## src/verilog/rco_defs.svh

```systemverilog
// Offsets, field positions, reset values and counts of the reference clock.
`ifndef RCO_DEFS_SVH
`define RCO_DEFS_SVH

// Register indices on the plain register port.
`define RCO_CONTROL_OFFSET   4'h0
`define RCO_SOURCE_OFFSET    4'h1
`define RCO_STATUS_OFFSET    4'h2

// Control register field positions.
`define RCO_ON_BIT           7
`define RCO_DUTY_MSB         4
`define RCO_DUTY_LSB         3
`define RCO_DIV_MSB          2
`define RCO_DIV_LSB          0

// Source register field positions.
`define RCO_SRC_MSB          3
`define RCO_SRC_LSB          0

// Status register field positions.
`define RCO_STAT_RUN_BIT     0
`define RCO_STAT_OUT_BIT     1
`define RCO_STAT_SEL_LSB     4

// Reset values.
`define RCO_ON_RESET         1'h0
`define RCO_DUTY_RESET       2'h2
`define RCO_DIV_RESET        3'h0
`define RCO_SRC_RESET        4'h0

// Number of selectable sources, codes 0 to 10.
`define RCO_SOURCE_COUNT     11

`endif

```

## src/verilog/rco_pkg.sv

```systemverilog
// Types shared by the reference clock output files.
package rco_pkg;

  // Source select codes; codes above 10 are reserved.
  typedef enum logic [3:0] {
    RCO_SRC_SYSTEM   = 4'h0,
    RCO_SRC_HIGH_OSC = 4'h1,
    RCO_SRC_LOW_OSC  = 4'h2,
    RCO_SRC_MID_500K = 4'h3,
    RCO_SRC_MID_31K  = 4'h4,
    RCO_SRC_SEC_OSC  = 4'h5,
    RCO_SRC_NUM_OSC  = 4'h6,
    RCO_SRC_CELL_1   = 4'h7,
    RCO_SRC_CELL_2   = 4'h8,
    RCO_SRC_CELL_3   = 4'h9,
    RCO_SRC_CELL_4   = 4'hA
  } rco_source_e;

  // Duty cycle codes.
  typedef enum logic [1:0] {
    RCO_DUTY_0  = 2'h0,
    RCO_DUTY_25 = 2'h1,
    RCO_DUTY_50 = 2'h2,
    RCO_DUTY_75 = 2'h3
  } rco_duty_e;

  // Generator states.
  typedef enum logic [1:0] {
    RCO_IDLE  = 2'b00,
    RCO_ARMED = 2'b01,
    RCO_RUN   = 2'b10
  } rco_state_e;

  // Contents of the control register.
  typedef struct packed {
    logic      on;
    rco_duty_e duty_select;
    logic [2:0] divider;
  } rco_control_s;

endpackage

```

## src/verilog/rco_ref_clock.sv

```systemverilog
// Reference clock output generator with its control registers.
`timescale 1ns/10ps
`include "rco_defs.svh"

// Behaviour
// - Generated clock drives the output pin and the on-chip reference.
// - Generator input comes from the source chosen by the source field.
// - Enabling starts output on a source rising edge with no runt pulse.
// - Clearing the enable stops the output immediately.
// - Divide the source by 1, 2, 4 up to 128 via divider field.
// - High time is 0, 25, 50 or 75 percent; ignored when undivided.
// - Duty field resets to 50 percent, upper bit set.
// - Runs on system clock; outputs hold their level during sleep.
// - Sleep changes no configuration or state; operation resumes.
// - Duty codes: 11 is 75, 10 is 50, 01 is 25, 00 is 0.
// - Divider value n divides by two to the power n.
// - Source codes 0 to 10 select eleven clocks; others reserved.
// - Enable bit one turns the generator on; resets to zero.
module rco_ref_clock
  import rco_pkg::*;
(
  input  wire logic        clock,
  input  wire logic        reset_n,
  input  wire logic        sleep_mode,
  input  wire logic [10:1] source_levels,
  input  wire logic [3:0]  address,
  input  wire logic [7:0]  write_data,
  input  wire logic        write_strobe,
  input  wire logic        read_strobe,
  output logic      [7:0]  read_data,
  output logic             ref_clock_out,
  output logic             ref_clock_internal
);

  // Configuration registers.
  rco_control_s ref_control_reg;
  logic [3:0]   source_select_reg;
  rco_control_s next_ref_control_reg;
  logic [3:0]   next_source_select_reg;
  logic [7:0]   next_read_data;

  // Generator state.
  rco_state_e   state;
  rco_state_e   next_state;
  logic [7:0]   phase;
  logic [7:0]   next_phase;
  logic [3:0]   active_select;
  logic [3:0]   next_active_select;
  logic         out_level;
  logic         next_out_level;
  logic         system_toggle;
  logic         next_system_toggle;

  // Selected source view.
  logic [10:0]  all_levels;
  logic         src_level;
  logic         src_rise;
  logic         src_fall;
  logic [7:0]   period_mask;
  logic [7:0]   stepped_phase;

  // High length in half source periods for a divider and duty code.
  function automatic logic [7:0] high_length(input logic [2:0] div,
                                             input rco_duty_e duty);
    logic [8:0] half_periods;
    half_periods = 9'h002 << div;
    case (duty)
      RCO_DUTY_25: high_length = {1'b0, half_periods[8:2]};
      RCO_DUTY_50: high_length = half_periods[8:1];
      RCO_DUTY_75: high_length = {1'b0, half_periods[8:2]} * 8'h03;
      default:     high_length = 8'h00;
    endcase
  endfunction

  // The system clock source is a level toggling on every rising clock edge outside sleep.
  assign all_levels = {source_levels, system_toggle};

  rco_source_tap #(
    .SOURCES (`RCO_SOURCE_COUNT)
  ) u_tap (
    .clock   (clock),
    .reset_n (reset_n),
    .freeze  (sleep_mode),
    .levels  (all_levels),
    .select  (active_select),
    .level   (src_level),
    .rise    (src_rise),
    .fall    (src_fall)
  );

  // Register writes and registered reads.
  always_comb begin
    next_ref_control_reg = ref_control_reg;
    next_source_select_reg = source_select_reg;
    next_read_data = 8'h00;
    if (write_strobe) begin
      if (address == `RCO_CONTROL_OFFSET) begin
        next_ref_control_reg.on = write_data[`RCO_ON_BIT];
        next_ref_control_reg.duty_select =
          rco_duty_e'(write_data[`RCO_DUTY_MSB:`RCO_DUTY_LSB]);
        next_ref_control_reg.divider =
          write_data[`RCO_DIV_MSB:`RCO_DIV_LSB];
      end else if (address == `RCO_SOURCE_OFFSET) begin
        next_source_select_reg = write_data[`RCO_SRC_MSB:`RCO_SRC_LSB];
      end
    end
    if (read_strobe) begin
      if (address == `RCO_CONTROL_OFFSET) begin
        next_read_data[`RCO_ON_BIT] = ref_control_reg.on;
        next_read_data[`RCO_DUTY_MSB:`RCO_DUTY_LSB] =
          ref_control_reg.duty_select;
        next_read_data[`RCO_DIV_MSB:`RCO_DIV_LSB] = ref_control_reg.divider;
      end else if (address == `RCO_SOURCE_OFFSET) begin
        next_read_data[`RCO_SRC_MSB:`RCO_SRC_LSB] = source_select_reg;
      end else if (address == `RCO_STATUS_OFFSET) begin
        next_read_data[`RCO_STAT_RUN_BIT] = (state == RCO_RUN);
        next_read_data[`RCO_STAT_OUT_BIT] = out_level;
        next_read_data[7:`RCO_STAT_SEL_LSB] = active_select;
      end
    end
  end

  // Configuration flops; reset gives 50 percent duty and the generator off.
  always_ff @(posedge clock or negedge reset_n) begin
    if (!reset_n) begin
      ref_control_reg.on <= `RCO_ON_RESET;
      ref_control_reg.duty_select <= rco_duty_e'(`RCO_DUTY_RESET);
      ref_control_reg.divider <= `RCO_DIV_RESET;
      source_select_reg <= `RCO_SRC_RESET;
      read_data <= 8'h00;
    end else begin
      ref_control_reg <= next_ref_control_reg;
      source_select_reg <= next_source_select_reg;
      read_data <= next_read_data;
    end
  end

  // Phase counts both edges of the source, so one output period spans
  // two to the divider plus one source edges.
  assign period_mask =
    8'((9'h002 << ref_control_reg.divider) - 9'h001);
  assign stepped_phase = (phase + 8'h01) & period_mask;

  // Generator sequencing; sleep freezes every piece of state.
  always_comb begin
    next_state = state;
    next_phase = phase;
    next_active_select = active_select;
    next_out_level = out_level;
    next_system_toggle = ~system_toggle;
    if (sleep_mode) begin
      next_system_toggle = system_toggle;
    end else if (!ref_control_reg.on) begin
      next_state = RCO_IDLE;
      next_phase = 8'h00;
      next_out_level = 1'b0;
      next_active_select = source_select_reg;
    end else begin
      case (state)
        RCO_IDLE: begin
          next_state = RCO_ARMED;
          next_active_select = source_select_reg;
        end
        RCO_ARMED: begin
          next_active_select = source_select_reg;
          if (src_rise && active_select == source_select_reg) begin
            next_state = RCO_RUN;
            next_phase = 8'h00;
            next_out_level = (ref_control_reg.divider == 3'h0) ||
              (high_length(ref_control_reg.divider,
                           ref_control_reg.duty_select) != 8'h00);
          end
        end
        RCO_RUN: begin
          if (src_rise || src_fall) begin
            next_phase = stepped_phase;
            if (ref_control_reg.divider == 3'h0) begin
              next_out_level = src_level;
            end else begin
              next_out_level = stepped_phase < high_length(
                ref_control_reg.divider,
                ref_control_reg.duty_select);
            end
            if (stepped_phase == 8'h00 &&
                active_select != source_select_reg) begin
              next_state = RCO_ARMED;
              next_out_level = 1'b0;
            end
          end
        end
        default: begin
          next_state = RCO_IDLE;
        end
      endcase
    end
  end

  // Generator flops, clocked from the system clock.
  always_ff @(posedge clock or negedge reset_n) begin
    if (!reset_n) begin
      state <= RCO_IDLE;
      phase <= 8'h00;
      active_select <= `RCO_SRC_RESET;
      out_level <= 1'b0;
      system_toggle <= 1'b0;
    end else begin
      state <= next_state;
      phase <= next_phase;
      active_select <= next_active_select;
      out_level <= next_out_level;
      system_toggle <= next_system_toggle;
    end
  end

  // One flop feeds both the pin and the on-chip reference.
  assign ref_clock_out = out_level;
  assign ref_clock_internal = out_level;

endmodule

```

## src/verilog/rco_source_tap.sv

```systemverilog
// Source multiplexer with edge detection on the selected source level.
`timescale 1ns/10ps

module rco_source_tap
  import rco_pkg::*;
#(
  parameter int SOURCES = 11
) (
  input  wire logic               clock,
  input  wire logic               reset_n,
  input  wire logic               freeze,
  input  wire logic [SOURCES-1:0] levels,
  input  wire logic [3:0]         select,
  output logic                    level,
  output logic                    rise,
  output logic                    fall
);

  logic prev;
  logic next_prev;

  // Pick the selected source; reserved codes give a quiet low level.
  always_comb begin
    level = 1'b0;
    if (select < 4'(SOURCES)) begin
      level = levels[select];
    end
    rise = level & ~prev;
    fall = ~level & prev;
    next_prev = freeze ? prev : level;
  end

  // Previous level of the selected source.
  always_ff @(posedge clock or negedge reset_n) begin
    if (!reset_n) begin
      prev <= 1'b0;
    end else begin
      prev <= next_prev;
    end
  end

endmodule

```

## config.mk

```make
export PLATFORM = sky130hd
export DESIGN_NAME = rco_ref_clock
export DESIGN_NICKNAME = d
export VERILOG_FILES = /design/src/verilog/rco_pkg.sv /design/src/verilog/rco_ref_clock.sv /design/src/verilog/rco_source_tap.sv
export VERILOG_INCLUDE_DIRS = /design/src /design/src/verilog
export SDC_FILE = /design/constraint.sdc
export NUM_CORES = 1
export LEC_CHECK = 0
export BUFFER_PORTS_ARGS = -buffer_cell sky130_fd_sc_hd__clkbuf_2
export CELL_PAD_IN_SITES_DETAIL_PLACEMENT = 0
export CELL_PAD_IN_SITES_GLOBAL_PLACEMENT = 1
export CORE_MARGIN = 4
export CORE_UTILIZATION = 44
export DETAILED_ROUTE_END_ITERATION = 10
export PLACE_DENSITY_LB_ADDON = 0.1
export SLEW_MARGIN = 30
export SYNTH_ARGS = -nofsm -noshare
export SYNTH_HDL_FRONTEND = slang
export SYNTH_SLANG_ARGS = --single-unit
```

## constraint.sdc

```tcl
create_clock -name clock -period 3.1 [get_ports clock]
set_input_delay 0.775 -clock clock [delete_from_list [all_inputs] [get_ports clock]]
set_output_delay 0.775 -clock clock [all_outputs]
set_load 0.03 [all_outputs]
```

* After elaboration in Yosys (flattened, before gate mapping)
Index checks and enable logic that the tools add are counted.
** Storage, ports and cells
- Output and inout bits :: 10
- Bits of input ports :: 27
- Register bits :: 35
** Operators by class
- $add $sub $neg :: 2
- Magnitude comparators :: 3
- Reductions and logical operators :: 15
- Muxes and demuxes :: 39
- Bitwise logic cells :: 8
- Eq/ne operators :: 14
- Shifts and indexed selects :: 1
- $mul :: 1
** Operators by type and width (count)
- 8-bit 2-to-1 mux :: 13
- 8-bit case mux with 3 select lines :: 1
- 2-bit 2-to-1 mux :: 8
- 4-bit 2-to-1 mux :: 4
- 8-bit case mux with 2 select lines :: 1
- 2-bit by 3-bit left shift with 9-bit output (first input constant) :: 1
- 8-bit by 1-bit adder with 8-bit output (second input constant) :: 1
- 8-bit bitwise AND :: 1
- 8-bit zero test :: 1
- 8-bit < comparator :: 1
- 7-bit by 2-bit multiplier with 8-bit output (second input constant) :: 1
- 1-bit 2-to-1 mux :: 8
- 4-bit AND reduction :: 2
- 8-bit nonzero test :: 1
- 8-bit by 1-bit subtractor with 8-bit output (second input constant) :: 1
- 2-bit == test (second input constant) :: 3
- 3-bit by 2-bit inequality test with 1-bit output (second input constant) :: 2
- 2-bit case mux with 3 select lines :: 1
- 4-bit by 5-bit < comparator with 1-bit output (second input constant) :: 1
- 5-bit 2-to-1 mux :: 1
- 1-bit inverter :: 5
- 1-bit binary-select mux with 4-bit select :: 1
- 2-bit by 1-bit == test with 1-bit output (second input constant) :: 2
- 4-bit by 1-bit == test with 1-bit output (second input constant) :: 1
- 17 further kinds :: 21

* Logic depth before layout (Yosys ltp)
Gate-level depths: netlist of run 1.
- Word-level depth :: 16
- Gate-level depth with buffers :: 14
- Depth with buffers taken out :: 13

* Hierarchy
A second synthesis of run 1 with hierarchy kept.
** Second synthesis, totals
- Cells, all modules :: 224
- Area, all modules :: 2273.4 um^2
** Modules (own cells, without submodules)
- rco_ref_clock :: area each 2079.5 um^2, seq. area each 852.1 um^2, times used 1, cells each 207
- rco_source_tap :: area each 193.9 um^2, seq. area each 25.0 um^2, times used 1, cells each 17

* Worst setup path after synthesis of run 1
Ideal clock, no wire load.
- Path kind :: flip-flop to flip-flop
- Start point :: register ref_control_reg[0] (netlist bit)
- End point :: register out_level (netlist: ref_clock_internal)
- Path buffers :: 2
- Library setup time :: 0.092 ns
- Data required time :: 3.008 ns
- Clock period less this slack :: 2.718 ns
- Data arrival time :: 2.626 ns
- Stages on the path, launching flop included :: 15
- Path slack :: 0.382 ns
- Path through :: dfrtp_1 > buf_4 > clkbuf_1 > and2_1 > ha_1 > nand2_1 > o31ai_1 > a22oi_1 > ha_1 > o211ai_1 > a21oi_1 > a211o_1 > a211oi_2 > a21oi_1 > o31ai_2
** On the way
- Longest elaborated chain between the ends :: 14
- Elaborated cells between the ends (all ways) :: 26
- Those cells by class :: add/sub (1); mul (1); order compare (1); shift (1); mux (16); bitwise (1); reduce/logical (5)
** Ends and longest elaborated chain
- from (decl) :: RTL line rco_ref_clock.sv:36 : rco_control_s ref_control_reg;
- from (signal assigned) :: RTL line rco_ref_clock.sv:132 : ref_control_reg <= next_ref_control_reg;
- 2-bit by 3-bit left shift with 9-bit output :: RTL line rco_ref_clock.sv:66 : half_periods = 9'h002 << div;
- 7-bit by 2-bit multiplier with 8-bit output :: RTL line rco_ref_clock.sv:70 : RCO_DUTY_75: high_length = {1'b0, half_periods[8:2]} * 8'h03;
- 8-bit case mux with 3 select lines :: RTL line rco_ref_clock.sv:67 : case (duty)
- 8-bit 2-to-1 mux :: RTL line rco_ref_clock.sv:177 : if (ref_control_reg.divider == 3'h0) begin
- 8-bit 2-to-1 mux :: RTL line rco_ref_clock.sv:175 : if (src_rise || src_fall) begin
- 8-bit 2-to-1 mux :: RTL line rco_ref_clock.sv:159 : case (state)
- 8-bit 2-to-1 mux :: RTL line rco_ref_clock.sv:153 : end else if (!ref_control_reg.on) begin
- 8-bit 2-to-1 mux :: RTL line rco_ref_clock.sv:151 : if (sleep_mode) begin
- 8-bit < comparator :: RTL line rco_ref_clock.sv:180 : next_out_level = stepped_phase < high_length(
- 1-bit 2-to-1 mux :: RTL line rco_ref_clock.sv:177
- 1-bit 2-to-1 mux :: RTL line rco_ref_clock.sv:184 : if (stepped_phase == 8'h00 &&
- 1-bit 2-to-1 mux :: RTL line rco_ref_clock.sv:175
- 1-bit case mux with 2 select lines (*) :: RTL line rco_ref_clock.sv:159
- 1-bit 2-to-1 mux (*) :: RTL line rco_ref_clock.sv:153
- to (signal assigned) :: RTL line rco_ref_clock.sv:210 : out_level <= next_out_level;
- to (decl) :: RTL line rco_ref_clock.sv:49 : logic out_level;
Mark *: on every way between the ends. The rest lies on a longest branch, timed or not. The select of a mux whose other input is x is not followed.
A chain may end at the register's enable or synchronous reset.

* Worst setup path after layout of run 1
- Start point :: register ref_control_reg[2] (netlist bit)
- End point :: register out_level (netlist: ref_clock_internal)
The elaborated chain is that of the path after synthesis.

==> results of run 1 <==
through the flow:
| step | setup WS (ns) | std cells | cell area [um^2] |
|---|---|---|---|
| floorplan | 0.382 | 238 | 2330 |
| global placement | 0.271 | 332 | 2550 |
| detailed placement | 0.285 | 332 | 2550 |
| CTS | 0.252 | 340 | 2650 |
| global route | 0.0742 | 340 | 2650 |
| finish | 0.240 | 340 | 2650 |
metal layers:
metal  global-route usage (%)  up-vias  part of all wire (%)
met5                        0        -                     0
met4                     6.08        0                   1.5
li1                         -      917                     -
met1                     25.4      898                    49
met2                     28.8       21                    46
met3                     3.77        8                   2.7
worst min path at each step:
| stage | start | end | slack, ns | depth (start not counted) |
|---|---|---|---|---|
| after floorplan | system_toggle$_DFFE_PN0N_ | system_toggle$_DFFE_PN0N_ | 0.43 | 1 |
| after detailed placement | system_toggle$_DFFE_PN0N_ | system_toggle$_DFFE_PN0N_ | 0.47 | 1 |
| after global placement | system_toggle$_DFFE_PN0N_ | system_toggle$_DFFE_PN0N_ | 0.46 | 1 |
| final | system_toggle$_DFFE_PN0N_ | system_toggle$_DFFE_PN0N_ | 0.47 | 1 |
| after CTS | system_toggle$_DFFE_PN0N_ | system_toggle$_DFFE_PN0N_ | 0.48 | 1 |
| after global routing | system_toggle$_DFFE_PN0N_ | system_toggle$_DFFE_PN0N_ | 0.51 | 1 |
critical path: cells and delay by family (launching register included):
family	cells	cell delay [ns]
adder cells (fa/ha/maj)	2	0.53
flip-flops	1	0.43
AO/OA/AOI/OAI	8	1.36
AND/OR/NAND/NOR	3	0.45
power groups by stage:
stage	Sequential, mW	Combinational [mW]	Clock, mW
floorplan	0.630	0.562	0
global placement	0.689	0.660	0
detailed placement	0.686	0.664	0
CTS	0.677	0.668	0.370
global route	0.698	0.744	0.392
finish	0.678	0.659	0.363
cells by family after synthesis:
kind of cell	after synthesis	synth area share, %
xor+xnor	10	3.76
compound gates	49	15.2
buf+inv	25	5.10
fa+ha+maj	12	6.44
simple gates	84	20.2
mux	23	11.7
flops	35	37.6
cell type report:
cell class              count  area [um^2]
fillers                   516         2460
multi-input cells         178         1330
flip-flops and latches     35          877
repair buffers             40          215
well taps                  70         87.6
clock buffers               6         82.6
inverters                   9         33.8
clock inverters             2         16.3
layout by cell type (no fill, tap or decap), drive strengths merged, types with 2 or more instances in the layout:
master,n
or3,2
nor2b,5
xor2,6
nor4,3
dfrtp,34
mux4,2
a21oi,9
nand3b,5
buf,7
a31oi,4
inv,9
and4,3
nand2,21
mux2,13
ha,12
nor3,5
and2,2
clkbuf,39
a211o,2
a211oi,2
mux2i,8
and3,4
xnor2,4
nand2b,4
a22o,8
nor3b,2
o31ai,3
o21ai,12
nand3,5
nor2,20
nand4,2
==> metrics, run 1 <==
Slew headroom=47.5%; pin count of the biggest net entering global routing=36; Crit Path Max Fanout=4; setup bufs post-CTS=0; RR Startpoint=ref_control_reg[2]$_DFFE_PN0P_; # rows=26; status=complete, no violations; Setup crit start kind=flop; Worst R2R Path Depth=13; Worst setup startpoint=ref_control_reg[2]$_DFFE_PN0P_; CTS sink count=35; Yosys cell types=55; syn_area_per_cell=9.79 um^2; CP Data Required Time=3.31 ns; # hold bufs at CTS=0; IO Pins=37; most frequent cell after synthesis=dfrtp_1; first-pass GRT wire length=9160 um; post-cts resize count=0; Worst path slowest cell=dfrtp_1; Antenna Cells=0; r2r endpoint=ref_clock_internal$_DFFE_PN0P_; Post-Syn Nets=277; Max VDD drop=0.325 mV; clk buf depth=2; Final nets=308; setup TNS=0 ns; CTS H-tree depth=2; DRT iter0 DRCs=88; antenna viol nets, final=0; Final Max Slew Viols=0; final period utilization=92.3%; endpoints failing setup=0; share of cells above drive strength 1=27.4%; Yosys top cell by area=dfrtp_1; gr ovfl total=0; total number of vias=1844; power density cells=642 nW/um^2; Area contributors post-synth=dfrtp_1, ha_1, mux2_2; Post-synth ARST share=100%; worst slew pin tran=0.787 ns; Reg clk slew, reported paths=0.08 ns; dominant synthesized flop cell=dfrtp_1; Initial Utilization=45.6%; core area=5110 um^2; WS Path Type=reg -> reg; P_int=1.04 mW; Max Cap Viol=0; CTS Root Buffer Type=clkbuf_8; TritonCTS clock tree=yes; total track usage=18.4%; Overall Power=1.70 mW; Ys Warns=0; drt wl/cell=15.2 um; DRT Wirelength=5180 um; crit end category=flop; vias per inst=5.42; clock skew=0.00466 ns; Worst Setup EP=ref_clock_internal$_DFFE_PN0P_; slowest stage delay, CP=0.43 ns; Worst EP arrival=3.07 ns; Die Width=80.8 um; Final Wtd Congestion=0.784; RSZ-0062 raised after global routing=no; Util after Layout=51.8%; class of the worst hold path=reg -> reg; worst-case hold slack=0.471 ns; Mapped Area=2330 um^2; DRC=0; number of flops mapped to enable cells by yosys=0; vias in the first global route=1868; Reg2Reg Setup Slack=0.24 ns; Reg power frac=39.9%; switch share=39.1%; Die Y=80.8 um; Sw Pwr=0.664 mW; First-pass DRT Iterations=4; Seq/Total Area, Yosys=37.6%; die area=6520 um^2; total CTS buffers=5; Clock power frac=21.4%; Gate power share=38.8%; fmax=350 MHz; top cell type's share of synthesized area=36.5%; initial antenna violation count=0; final hold vios=0; Post-synth top cells=dfrtp_1, nand2_1, nor2_1; IO Port Bufs=34; clk_lat worst skew=0.30 ns; post-layout minimum cycle time=2.86 ns; area grow syn2layout=13.6%; crit-path cells=nor2_1, and2_1, ha_1, nand2_1, o31ai_1, a22oi_1, ha_1, o211ai_1, a21oi_1, a211o_1, a211oi_2, a21oi_1, o31ai_2; post-DP HPWL=4040 um; Leak=1.24 nW; flops & latches, synth=35; Synth Instances=238
Note: power is estimated with default switching activity, not from simulation.
==> run 2: changes to the inputs <==
--- a/config.mk
+++ b/config.mk
@@ -7,10 +7,12 @@
 export NUM_CORES = 1
 export LEC_CHECK = 0
 export BUFFER_PORTS_ARGS = -buffer_cell sky130_fd_sc_hd__clkbuf_2
+export CAP_MARGIN = 20
 export CELL_PAD_IN_SITES_DETAIL_PLACEMENT = 0
 export CELL_PAD_IN_SITES_GLOBAL_PLACEMENT = 1
 export CORE_MARGIN = 4
-export CORE_UTILIZATION = 44
+export CORE_UTILIZATION = 45
+export CTS_BUF_LIST = sky130_fd_sc_hd__clkbuf_4 sky130_fd_sc_hd__clkbuf_8
 export DETAILED_ROUTE_END_ITERATION = 10
 export PLACE_DENSITY_LB_ADDON = 0.1
 export SLEW_MARGIN = 30
==> run 2 against run 1 <==
  * Register-to-register slack better by 0.04 ns
  * Clock power down 1%
  * Final area up 0.14%
  * Hold slack better by 0.00075 ns
  * Worst setup slack better by 0.040 ns
  * Sequential power about the same
==> metrics, run 2 (synthesis results as in run 1) <==
Hold Path Origin=system_toggle$_DFFE_PN0N_; Die Width=80.0 um (-1.0%); critical path's top delay family=compound AO/OA/AOI/OAI gates; initial antenna violation count=0 (unchanged); Hold Path Sink=system_toggle$_DFFE_PN0N_; CTS sink count=35 (unchanged); IO Pins=37 (unchanged); pin count of the biggest net entering global routing=36 (unchanged); total number of vias=1829 (-0.81%); Worst R2R Path Depth=13 (unchanged); status=complete, no violations; post-layout minimum cycle time=2.82 ns (-0.0404 ns); First-pass DRT Iterations=4 (unchanged); antenna viol nets, final=0 (unchanged); post-DP HPWL=4030 um (-0.28%); IO Port Bufs=34 (unchanged); final hold vios=0 (unchanged); placed insts=330 (-0.60%); Die Y=80.0 um (-1.0%); DRC=0 (unchanged); CTS H-tree depth=2 (unchanged); TritonCTS clock tree=yes; RSZ-0062 raised after global routing=no; Worst path slowest cell=dfrtp_1; worst slew pin tran=0.788 ns (+0.000150 ns); Max Cap Viol=0 (unchanged); power density cells=644 nW/um^2 (+0.24%); endpoints failing setup=0 (unchanged); Final Max Slew Viols=0 (unchanged); WS Path Type=reg -> reg; area grow syn2layout=13.7%; crit-path cells=nor2_1, and2_1, ha_1, nand2_1, o31ai_1, a22oi_1, ha_1, o211ai_1, a21oi_1, a211o_1, a211oi_2, a21oi_1, o31ai_2; Non-Filler Instances=338 (-0.59%); Slew headroom=47.5% (about the same); total CTS buffers=5 (unchanged); clk_lat worst skew=0.29 ns (about the same); vias in the first global route=1827 (-2.2%); final period utilization=91.0% (-1.3 points); CP Data Required Time=3.30 ns (about the same); fin area=2650 um^2 (+0.14%); drt wl/cell=15.4 um (+1.2%); Reg clk slew, reported paths=0.07 ns (about the same); post-cts resize count=0 (unchanged); Reg2Reg Setup Slack=0.28 ns (+0.04 ns); Fill cells=484 (-6.2%); Setup crit start kind=flop; Final nets=309 (+0.32%); Overall Power=1.71 mW (+0.39%); Worst EP arrival=3.02 ns (-0.05 ns); die area=6390 um^2 (-2.0%); clk buf depth=2 (unchanged); share of cells above drive strength 1=27.7% (+0.27 points); setup TNS=0 ns (unchanged); Cells on Worst Hold Path=1 (unchanged); DRT Wirelength=5210 um (+0.60%); class of the worst hold path=reg -> reg; r2r endpoint=ref_clock_internal$_DFFE_PN0P_; slowest stage delay, CP=0.42 ns (about the same); Max VDD drop=0.342 mV (+5.0%); RR Startpoint=ref_control_reg[2]$_DFFE_PN0P_; core area=4880 um^2 (-4.5%); dpl cell area=2550 um^2 (+0.15%); gr ovfl total=0 (unchanged); setup bufs post-CTS=0 (unchanged); Leak=1.25 nW (+0.76%); Antenna Cells=0 (unchanged); Final Wtd Congestion=0.858 (+9.5%); # rows=25 (-3.8%); Crit Path Max Fanout=4 (unchanged); total track usage=18.8% (+0.41 points); first-pass GRT wire length=9240 um (+0.91%); most common cell after layout, fill and taps aside=dfrtp_1; clock skew=0.00604 ns (+0.00138 ns); DRT iter0 DRCs=104 (+18%); Worst setup startpoint=ref_control_reg[2]$_DFFE_PN0P_; CTS Root Buffer Type=clkbuf_8; fmax=355 MHz (+1.4%); # hold bufs at CTS=0 (unchanged); crit end category=flop; Initial Utilization=47.7% (+2.1 points); vias per inst=5.41 (-0.23%); Buf/Inv on CP=0 (unchanged); highest-count cells in the layout ignoring fill and taps=dfrtp_1, clkbuf_2, nand2_1
-- run 2: cell count changes in the layout (fill, tap and decap cells not counted) --
cell and delta:
buf_4 +1, clkinvlp_4 -1, clkbuf_4 +1
-- run 2: per-stage QoR --
step                setup slack [ns]  hold WS, ns  utilization [%]
floorplan                      0.382        0.433                -
global placement               0.287        0.464             52.3
detailed placement             0.267        0.461             52.3
CTS                            0.264        0.476             54.3
global route                  0.0273        0.515             54.3
finish                         0.280        0.471             54.3
-- run 2: final cells by class --
| type | count | area [um^2] | share of cell area (%) |
|---|---|---|---|
| clock buffer | 7 | 90.1 | 3.40 |
| multi-input combinational | 178 | 1330 | 50.3 |
| timing repair buffer | 41 | 223 | 8.40 |
| inverter | 9 | 33.8 | 1.27 |
| tap | 67 | 83.8 | 3.16 |
| clock inverter | 1 | 8.76 | 0.331 |
| sequential | 35 | 877 | 33.1 |
-- run 2: report_power, final --
group	switching, mW	internal [mW]
registers	0.134	0.546
logic	0.356	0.313
clock network	0.167	0.191
total	0.657	1.05
-- run 2: worst max-delay path by stage --
stage,end,slack (ns),cells after the start
6_report,ref_clock_internal$_DFFE_PN0P_,0.28,13
5_1_grt,ref_clock_internal$_DFFE_PN0P_,0.03,13
4_1_cts,ref_clock_internal$_DFFE_PN0P_,0.26,13
3_5_place_dp,ref_clock_internal$_DFFE_PN0P_,0.27,9
3_3_place_gp,ref_clock_internal$_DFFE_PN0P_,0.29,13
2_1_floorplan,ref_clock_internal$_DFFE_PN0P_,0.38,14
-- run 2: routing by layer --
metal	global-route usage, %	vias up	wire [um]
met5	0	-	0
met2	27.6	34	2330
li1	-	921	-
met1	27.2	866	2600
met3	4.40	8	222
met4	5.74	0	62
-- run 2: worst register-to-register path: cells and delay by family, from the launching register on --
kind            cells  cell delay, ns
compound gates      8            1.34
fa+ha+maj           2            0.52
simple gates        3            0.46
flops               1            0.42
